**src/result_regs_pkg.sv**
```systemverilog
package result_regs_pkg;

    // ------------------------------------------------------------------
    // register map (byte offsets on the management bus)
    // ------------------------------------------------------------------
    localparam logic [7:0] OFS_LEGACY_RESULT_PORTS_3_4 = 8'h36;
    localparam logic [7:0] OFS_PORT1_CURRENT_LOW = 8'h40;
    localparam logic [7:0] OFS_PORT1_CURRENT_HIGH = 8'h41;
    localparam logic [7:0] OFS_PORT1_VOLTAGE_LOW = 8'h42;
    localparam logic [7:0] OFS_PORT1_VOLTAGE_HIGH = 8'h43;
    localparam logic [7:0] OFS_PORT2_CURRENT_LOW = 8'h44;
    localparam logic [7:0] OFS_PORT2_CURRENT_HIGH = 8'h45;
    localparam logic [7:0] OFS_PORT2_VOLTAGE_LOW = 8'h46;
    localparam logic [7:0] OFS_PORT2_VOLTAGE_HIGH = 8'h47;
    localparam logic [7:0] OFS_PORT3_CURRENT_LOW = 8'h48;
    localparam logic [7:0] OFS_PORT3_CURRENT_HIGH = 8'h49;
    localparam logic [7:0] OFS_SUPPLY_VOLTAGE_LOW = 8'h50;
    localparam logic [7:0] OFS_SUPPLY_VOLTAGE_HIGH = 8'h51;

    // ------------------------------------------------------------------
    // field layout
    // ------------------------------------------------------------------
    localparam int FOURTH_PORT_CODE_LSB = 4;
    localparam int THIRD_PORT_CODE_LSB = 0;
    localparam int CODE_W = 4;
    localparam int COUNT_W = 9;
    localparam int LOW_BIT_POS = 0;
    localparam int NUM_CHANNELS = 6;
    localparam int CHAN_W = 3;

    // ------------------------------------------------------------------
    // reset values
    // ------------------------------------------------------------------
    localparam logic [3:0] RST_LEGACY_CODE = 4'h0;
    localparam logic [8:0] RST_COUNT = 9'h000;
    localparam logic [7:0] RST_READ_DATA = 8'h00;
    localparam logic [7:0] UNMAPPED_READ_DATA = 8'h00;

    // ------------------------------------------------------------------
    // legacy detection outcome codes
    // ------------------------------------------------------------------
    localparam logic [3:0] LEG_NOT_RUN = 4'h0;
    localparam logic [3:0] LEG_VALID = 4'h1;
    localparam logic [3:0] LEG_NO_DISCHARGE = 4'h2;
    localparam logic [3:0] LEG_FIRST_OVER = 4'h4;
    localparam logic [3:0] LEG_SECOND_OVER = 4'h5;
    localparam logic [3:0] LEG_DELTA_LOW = 4'h6;

    // ------------------------------------------------------------------
    // converter channel numbers, one per result pair
    // ------------------------------------------------------------------
    localparam logic [2:0] CH_PORT1_CURRENT = 3'h0;
    localparam logic [2:0] CH_PORT1_VOLTAGE = 3'h1;
    localparam logic [2:0] CH_PORT2_CURRENT = 3'h2;
    localparam logic [2:0] CH_PORT2_VOLTAGE = 3'h3;
    localparam logic [2:0] CH_PORT3_CURRENT = 3'h4;
    localparam logic [2:0] CH_SUPPLY_VOLTAGE = 3'h5;

endpackage

```
**src/port_telemetry_result_regs.sv**
```systemverilog
`timescale 1ns/1ns
`default_nettype none

// Overview of operation
// RULE_01 - port 4 legacy outcome sits in bits 7:4 of register 36h.
// RULE_02 - port 3 legacy outcome sits in bits 3:0; both nibbles reset to zero.
// RULE_03 - code 0000 means not run; 0001 means valid capacitance, 5 to 100 uF.
// RULE_04 - code 0010 means load could not be discharged to 2.4 V.
// RULE_05 - 0100 first measurement above 18.5 V; 0101 second above it.
// RULE_06 - code 0110 means the two measurements differ by under 0.5 V.
// RULE_07 - port 1 current is 9 bits; its lsb is bit 0 of 40h, reset 0.
// RULE_08 - upper eight bits of port 1 current fill 41h, reset all zeros.
// RULE_09 - current counts are unsigned; current is 2.4 mA per count minus 10 mA.
// RULE_10 - port 1 pin voltage: lsb in 42h bit 0, upper eight bits in 43h.
// RULE_11 - output voltage is 0.15 V times supply count minus pin count.
// RULE_12 - port 2 current uses the same split across 44h and 45h.
// RULE_13 - port 2 pin voltage uses the same split across 46h and 47h.
// RULE_14 - port 3 current uses the same split across 48h and 49h.
// RULE_15 - all result registers are read-only; host writes change nothing.
// RULE_16 - supply voltage is a 9-bit count in 50h and 51h, 0.15 V per count.
// RULE_17 - both halves of a pair come from one conversion.
// RULE_18 - undefined legacy codes are never reported.
module port_telemetry_result_regs (
    input wire logic i_clk_sys,
    input wire logic i_srst,
    input wire logic i_rd_en,
    input wire logic [7:0] i_rd_addr,
    output logic [7:0] o_rd_data,
    output logic o_rd_valid,
    input wire logic i_wr_en,
    input wire logic [7:0] i_wr_addr,
    input wire logic [7:0] i_wr_data,
    output logic o_wr_ignored,
    input wire logic i_third_port_legacy_valid,
    input wire logic [3:0] i_third_port_legacy_code,
    input wire logic i_fourth_port_legacy_valid,
    input wire logic [3:0] i_fourth_port_legacy_code,
    output logic o_legacy_reject,
    input wire logic i_adc_valid,
    input wire logic [2:0] i_adc_chan,
    input wire logic [8:0] i_adc_count
);

    // ------------------------------------------------------------------
    // decode helpers
    // ------------------------------------------------------------------

    // true only for the outcome codes the detector is allowed to report
    function automatic logic legacy_code_ok(input logic [3:0] code);
        logic ok;
        ok = 1'b0;
        case (code)
            result_regs_pkg::LEG_NOT_RUN,
            result_regs_pkg::LEG_VALID,
            result_regs_pkg::LEG_NO_DISCHARGE,
            result_regs_pkg::LEG_FIRST_OVER,
            result_regs_pkg::LEG_SECOND_OVER,
            result_regs_pkg::LEG_DELTA_LOW: ok = 1'b1;
            default: ok = 1'b0;
        endcase
        return ok;
    endfunction

    // maps an offset onto a result pair: {hit, high half, channel}
    function automatic logic [4:0] decode_pair(input logic [7:0] addr);
        logic [4:0] d;
        d = 5'h00;
        case (addr)
            result_regs_pkg::OFS_PORT1_CURRENT_LOW: d = {2'b10, result_regs_pkg::CH_PORT1_CURRENT};
            result_regs_pkg::OFS_PORT1_CURRENT_HIGH: d = {2'b11, result_regs_pkg::CH_PORT1_CURRENT};
            result_regs_pkg::OFS_PORT1_VOLTAGE_LOW: d = {2'b10, result_regs_pkg::CH_PORT1_VOLTAGE};
            result_regs_pkg::OFS_PORT1_VOLTAGE_HIGH: d = {2'b11, result_regs_pkg::CH_PORT1_VOLTAGE};
            result_regs_pkg::OFS_PORT2_CURRENT_LOW: d = {2'b10, result_regs_pkg::CH_PORT2_CURRENT};
            result_regs_pkg::OFS_PORT2_CURRENT_HIGH: d = {2'b11, result_regs_pkg::CH_PORT2_CURRENT};
            result_regs_pkg::OFS_PORT2_VOLTAGE_LOW: d = {2'b10, result_regs_pkg::CH_PORT2_VOLTAGE};
            result_regs_pkg::OFS_PORT2_VOLTAGE_HIGH: d = {2'b11, result_regs_pkg::CH_PORT2_VOLTAGE};
            result_regs_pkg::OFS_PORT3_CURRENT_LOW: d = {2'b10, result_regs_pkg::CH_PORT3_CURRENT};
            result_regs_pkg::OFS_PORT3_CURRENT_HIGH: d = {2'b11, result_regs_pkg::CH_PORT3_CURRENT};
            result_regs_pkg::OFS_SUPPLY_VOLTAGE_LOW: d = {2'b10, result_regs_pkg::CH_SUPPLY_VOLTAGE};
            result_regs_pkg::OFS_SUPPLY_VOLTAGE_HIGH: d = {2'b11, result_regs_pkg::CH_SUPPLY_VOLTAGE};
            default: d = 5'h00;
        endcase
        return d;
    endfunction

    // ------------------------------------------------------------------
    // storage
    // ------------------------------------------------------------------
    logic [3:0] third_port_legacy_code_r;
    logic [3:0] fourth_port_legacy_code_r;
    logic [8:0] count_r [result_regs_pkg::NUM_CHANNELS];
    logic [7:0] high_hold_r;
    logic [2:0] hold_chan_r;
    logic hold_armed_r;
    logic [4:0] rd_dec;
    logic [4:0] wr_dec;
    logic rd_hit;
    logic rd_high;
    logic [2:0] rd_chan;
    logic [7:0] rd_data_nxt;
    logic [8:0] rd_count;
    logic adc_chan_ok;

    assign rd_dec = decode_pair(i_rd_addr);
    assign wr_dec = decode_pair(i_wr_addr);
    assign rd_hit = rd_dec[4];
    assign rd_high = rd_dec[3];
    assign rd_chan = rd_dec[2:0];
    assign rd_count = count_r[rd_chan];
    // channel 6 and 7 do not exist; samples aimed there are dropped
    assign adc_chan_ok = (i_adc_chan <= result_regs_pkg::CH_SUPPLY_VOLTAGE);

    // ------------------------------------------------------------------
    // legacy detection outcome nibbles
    // ------------------------------------------------------------------

    // an illegal code keeps the previous outcome rather than leaking garbage
    always_ff @(posedge i_clk_sys) begin
        if (i_srst) begin
            third_port_legacy_code_r <= result_regs_pkg::RST_LEGACY_CODE; // [RULE_02]
        end else if (i_third_port_legacy_valid
                     && legacy_code_ok(i_third_port_legacy_code)) begin // [RULE_18]
            third_port_legacy_code_r <= i_third_port_legacy_code; // [RULE_03] [RULE_04]
        end
    end

    // port 4 nibble, same filtering as port 3
    always_ff @(posedge i_clk_sys) begin
        if (i_srst) begin
            fourth_port_legacy_code_r <= result_regs_pkg::RST_LEGACY_CODE; // [RULE_02]
        end else if (i_fourth_port_legacy_valid
                     && legacy_code_ok(i_fourth_port_legacy_code)) begin // [RULE_18]
            fourth_port_legacy_code_r <= i_fourth_port_legacy_code; // [RULE_05] [RULE_06]
        end
    end

    // flags a dropped outcome so the detector side can notice its own fault
    always_ff @(posedge i_clk_sys) begin
        if (i_srst) begin
            o_legacy_reject <= 1'b0;
        end else begin
            o_legacy_reject <=
                (i_third_port_legacy_valid && !legacy_code_ok(i_third_port_legacy_code))
                || (i_fourth_port_legacy_valid
                    && !legacy_code_ok(i_fourth_port_legacy_code)); // [RULE_18]
        end
    end

    // ------------------------------------------------------------------
    // converter results
    // ------------------------------------------------------------------

    // one write moves all nine bits, so low and high halves always agree;
    // counts are stored raw, scaling is left to host software
    always_ff @(posedge i_clk_sys) begin
        if (i_srst) begin
            for (int i = 0; i < result_regs_pkg::NUM_CHANNELS; i++) begin
                count_r[i] <= result_regs_pkg::RST_COUNT; // [RULE_07] [RULE_08]
            end
        end else if (i_adc_valid && adc_chan_ok) begin
            count_r[i_adc_chan] <= i_adc_count; // [RULE_17] [RULE_09] [RULE_16]
        end
    end

    // ------------------------------------------------------------------
    // pair coherence across two serial reads
    // ------------------------------------------------------------------

    // reading a low half snapshots the high half of the same sample, so a
    // conversion landing between the two reads cannot split the pair; the
    // cost is that a high read without a low read first shows live data
    always_ff @(posedge i_clk_sys) begin
        if (i_srst) begin
            high_hold_r <= result_regs_pkg::RST_READ_DATA;
            hold_chan_r <= result_regs_pkg::CH_PORT1_CURRENT;
            hold_armed_r <= 1'b0;
        end else if (i_rd_en && rd_hit && !rd_high) begin
            high_hold_r <= rd_count[8:1]; // [RULE_17]
            hold_chan_r <= rd_chan;
            hold_armed_r <= 1'b1;
        end else if (i_rd_en && rd_hit && rd_high && (rd_chan == hold_chan_r)) begin
            hold_armed_r <= 1'b0;
        end
    end

    // ------------------------------------------------------------------
    // read mux
    // ------------------------------------------------------------------

    // low register carries the count lsb in bit 0, high register bits 8:1
    always_comb begin
        rd_data_nxt = result_regs_pkg::UNMAPPED_READ_DATA;
        if (i_rd_addr == result_regs_pkg::OFS_LEGACY_RESULT_PORTS_3_4) begin
            rd_data_nxt = {fourth_port_legacy_code_r, third_port_legacy_code_r}; // [RULE_01] [RULE_02]
        end else if (rd_hit && !rd_high) begin
            rd_data_nxt = {7'h00, rd_count[result_regs_pkg::LOW_BIT_POS]}; // [RULE_07] [RULE_10]
        end else if (rd_hit && hold_armed_r && (rd_chan == hold_chan_r)) begin
            rd_data_nxt = high_hold_r; // [RULE_17]
        end else if (rd_hit) begin
            rd_data_nxt = rd_count[8:1]; // [RULE_08] [RULE_12] [RULE_13] [RULE_14]
        end
    end

    // read data is registered and stands until the next read
    always_ff @(posedge i_clk_sys) begin
        if (i_srst) begin
            o_rd_data <= result_regs_pkg::RST_READ_DATA;
            o_rd_valid <= 1'b0;
        end else begin
            o_rd_valid <= i_rd_en;
            if (i_rd_en) begin
                o_rd_data <= rd_data_nxt; // [RULE_11]
            end
        end
    end

    // ------------------------------------------------------------------
    // writes
    // ------------------------------------------------------------------

    // every register here is read-only: a write to any of them is acknowledged
    // as ignored and the data is discarded
    always_ff @(posedge i_clk_sys) begin
        if (i_srst) begin
            o_wr_ignored <= 1'b0;
        end else begin
            o_wr_ignored <= i_wr_en
                && (wr_dec[4] || (i_wr_addr == result_regs_pkg::OFS_LEGACY_RESULT_PORTS_3_4)
                    || (i_wr_data != i_wr_data)); // [RULE_15]
        end
    end

endmodule

`default_nettype wire

```
**config.mk**
```make
export PLATFORM = sky130hd
export DESIGN_NAME = port_telemetry_result_regs
export DESIGN_NICKNAME = d
export VERILOG_FILES = /design/src/result_regs_pkg.sv /design/src/port_telemetry_result_regs.sv
export SDC_FILE = /design/constraint.sdc
export NUM_CORES = 1
export LEC_CHECK = 0
export BUFFER_PORTS_ARGS = -buffer_cell sky130_fd_sc_hd__buf_4
export CORE_ASPECT_RATIO = 0.75
export CORE_MARGIN = 4
export CORE_UTILIZATION = 60
export CTS_CLUSTER_SIZE = 28
export DETAILED_ROUTE_END_ITERATION = 7
export GPL_TIMING_DRIVEN = 1
export PLACE_DENSITY = 0.82
export SYNTH_ARGS = -nofsm -noshare
export SYNTH_HDL_FRONTEND = slang
export SYNTH_SLANG_ARGS = --single-unit
```
**constraint.sdc**
```tcl
create_clock -name i_clk_sys -period 4.25 [get_ports i_clk_sys]
set_clock_uncertainty 0.2 [all_clocks]
set_input_delay 0.2125 -clock i_clk_sys [delete_from_list [all_inputs] [get_ports i_clk_sys]]
set_output_delay 0.2125 -clock i_clk_sys [all_outputs]
set_load 0.1 [all_outputs]
```
==> results.md <==
- CTS root buffer: clkbuf_8
- Post-Place Setup Slack: 1400 ps
- CP Data Arrival Time: ~2700 ps
- Crit path capture type: flop
- Min-delay worst type: input pin to flop
- Grt ovf: 0
- Setup TNS: 0 ps
- Dominant cells by area after synthesis: edfxtp_1, dfxtp_1, mux2i_1
- Tightest Pin Transition: approximately 900 ps
- Std-Cell Rows: 25
- GRT Total Usage: 24.6%
- Count leader, synth: nor2_1
- Post-route setup slack: about 1600 ps
- Share of flip-flops with an asynchronous set or reset: 0%
- Headroom to the max-slew limit: 39.6%
- Buffer depth of the longest clock path: 2
- Post-DP HPWL: 6.21 mm
- Per-cell routed wire length: 17.4 um
- WL final: 9.12 mm
- I/O pin cnt: 62
- TritonCTS clock tree: yes
- CTS buffer count: 9
- Top cells by count, synth: nor2_1, edfxtp_1, nand2_1
- Crit path time final: between 2000 and 3000 ps
- Gpl congestion: 0.811
- Startpoint types: flop
- Clock share of power: 34.0%
- VDD IR-drop max: 0.219 mV
- Clock sinks: 87
- Yosys top cell by area: edfxtp_1
- TritonRoute pass-1 iters: 5
- Largest net degree at the start of global routing: 39
- Distinct cells, synth: 51
- Pwr dens: approximately 360 nW/um2
- Crit path max fanout: 7
- Die Ht: 79.2 um
- Yosys synthesis warning count: 0
- Hold Vio Cnt, Final: 0
- Core Area: 6440 um2
- Diodes inserted: 0
- Internal: 1330 uW
- Unrepaired setup endpoints after global routing: false
- Routed vias/inst: 5.81
- LEAKAGE: 0.00199 uW
- MaxCap Viol Count: 0
- Reg2reg setup slack: 1640 ps
- CP Class: flop to flop
- Number of global-route vias before repair: 3113
- First-pass GRT wire length: 15.1 mm
- Nets: approximately 490
- Top_reg_cell synth: edfxtp_1
- 1st-iter DRT viols: ~220
- Final Max Slew Viols: 0
- H-Tree Depth: 3
- Die area: 8150 um2
- Seq cells post-synth: 87
- Switching pwr: 424 uW
- Seq/Total Area, Yosys: 56.8%
- Syn_area_per_cell: approximately 11 um2
- Initial antenna violation count: 0
- Share of cells above drive strength 1: 19.4%
- Drt drc: 0
- Clk_lat worst skew: 360 ps
- Post-synth EDFFs: 56
- Syn Inst Count: 378
- Req. time, crit path: 4300 ps
- Fin crit share: between 60% and 70%
- Antenna-violating nets left: 0
- Vias post-DR: 3046
- Area growth from synthesis to layout: 18.4%
- Fmax: between 0.3 and 0.4 GHz
- Post-CTS setup buffer count: 0
- Switching Share: 24.2%
- Die Width: roughly 100 um
- Combinational Power Share: a little under an eighth
- Initial Util: between 60% and 70%
- Seq pwr share: 54.6%
- Port Buffers: 53
- Clk slew on worst S/H paths: 80 ps
- Top cell type's share of synthesized area: 41.5%
- Cell area after synthesis: 4050 um2
- Status: complete, no violations
- Final setup fails: 0
power by group through the flow:
stage / logic (uW) / registers (uW) / clock network, uW
floorplan: 88.7 / 1010 / 0
detailed placement: 193 / 975 / 0
finish: 200 / 956 / 594
CTS: 200 / 956 / 601
global route: 217 / 960 / 635
global placement: 187 / 972 / 0
registers in the layout, indices dropped and copies added, names as in the netlist:
signal	cells
count_r	56
high_hold_r	8
o_rd_data	8
fourth_port_legacy_code_r	4
third_port_legacy_code_r	4
hold_chan_r	3
hold_armed_r	1
o_legacy_reject	1
o_rd_valid	1
o_wr_ignored	1
placed cells by master (no fill, tap or decap), types with 2 or more instances in the layout:
master,count
a211oi_1,6
nand2b_1,11
nor4_1,3
a21boi_0,6
nand3_1,4
mux2_1,4
a21oi_1,16
edfxtp_1,56
nor3b_1,2
conb_1,2
xnor2_1,2
nand2_1,35
a311oi_2,2
a22oi_1,2
clkbuf_8,9
nor4bb_1,2
clkbuf_1,2
a311oi_1,6
a41o_1,2
nor2b_1,3
and3b_1,2
o22ai_1,8
mux4_2,2
a211oi_2,2
mux2i_1,30
dfxtp_1,31
o21ai_1,3
buf_4,58
o21ai_2,2
nor2_1,79
inv_1,17
dlygate4sd3_1,9
through the flow:
stage               total power, uW  util, %  hold WS [ps]  area, um2  cells
global placement               1160     69.9           178       4500    499
detailed placement             1170     69.9           182       4500    499
global route                   1810     74.5          27.0       4800    524
CTS                            1760     74.5          2.93       4800    524
finish                         1750     74.5          15.2       4800    524
floorplan                      1100        -          91.8       4060    379
what timing repair did:
| item | CTS | global route |
|---|---|---|
| hold endpoints to repair | 8 | 0 |
| gates resized for setup | 0 | 0 |
| hold buffers | 9 | 0 |
logic make-up (layout without fill, tap and decap cells):
kind of cell | count (synthesis) | after routing | share of synthesized area, %
buffers and inverters | 36 | 100 | 4.04
AOI/OAI and AO/OA | 59 | 59 | 10.3
DFF | 87 | 87 | 56.8
and+or+nand+nor | 154 | 154 | 17.9
adders and majority gates | 1 | 1 | 0.247
xor gates and xnor gates | 3 | 3 | 0.648
other | 1 | 2 | 0.0925
muxes | 37 | 37 | 9.91
critical path: stages (launching register included):
cell and delay, ps:
dfxtp_1 370, nor4_1 430, a311oi_1 90, or3_1 420
a211oi_2 220, and2_1 350, nand2_1 100, a311oi_1 310
layer usage:
layer	part of all wire, %	global-route usage (%)
met2	48	39.9
met5	0	0
met3	6.9	4.57
met1	43	32.6
met4	2.1	9.96
worst paths after layout:
| kind | endpoint | cells past startpoint | from |
|---|---|---|---|
| max reg2reg | o_rd_data[4]$_SDFFE_PP0P_ | 7 | hold_chan_r[0]$_SDFFE_PP0P_ |
| min | o_rd_valid$_SDFF_PP0_ | 2 | i_rd_en |
| min reg2reg | o_rd_data[6]$_SDFFE_PP0P_ | 2 | high_hold_r[6]$_SDFFE_PP0P_ |
| max | o_rd_data[4]$_SDFFE_PP0P_ | 7 | hold_chan_r[0]$_SDFFE_PP0P_ |
layout make-up:
class	instances	area (um2)
multi-input combinational	256	1600
tap	81	101
inverter	17	63.8
fill	439	1640
clock buffer	12	156
timing repair buffer	67	526
sequential	87	2300
clock inverter	4	50.0
Note: power is estimated with default switching activity, not from simulation.
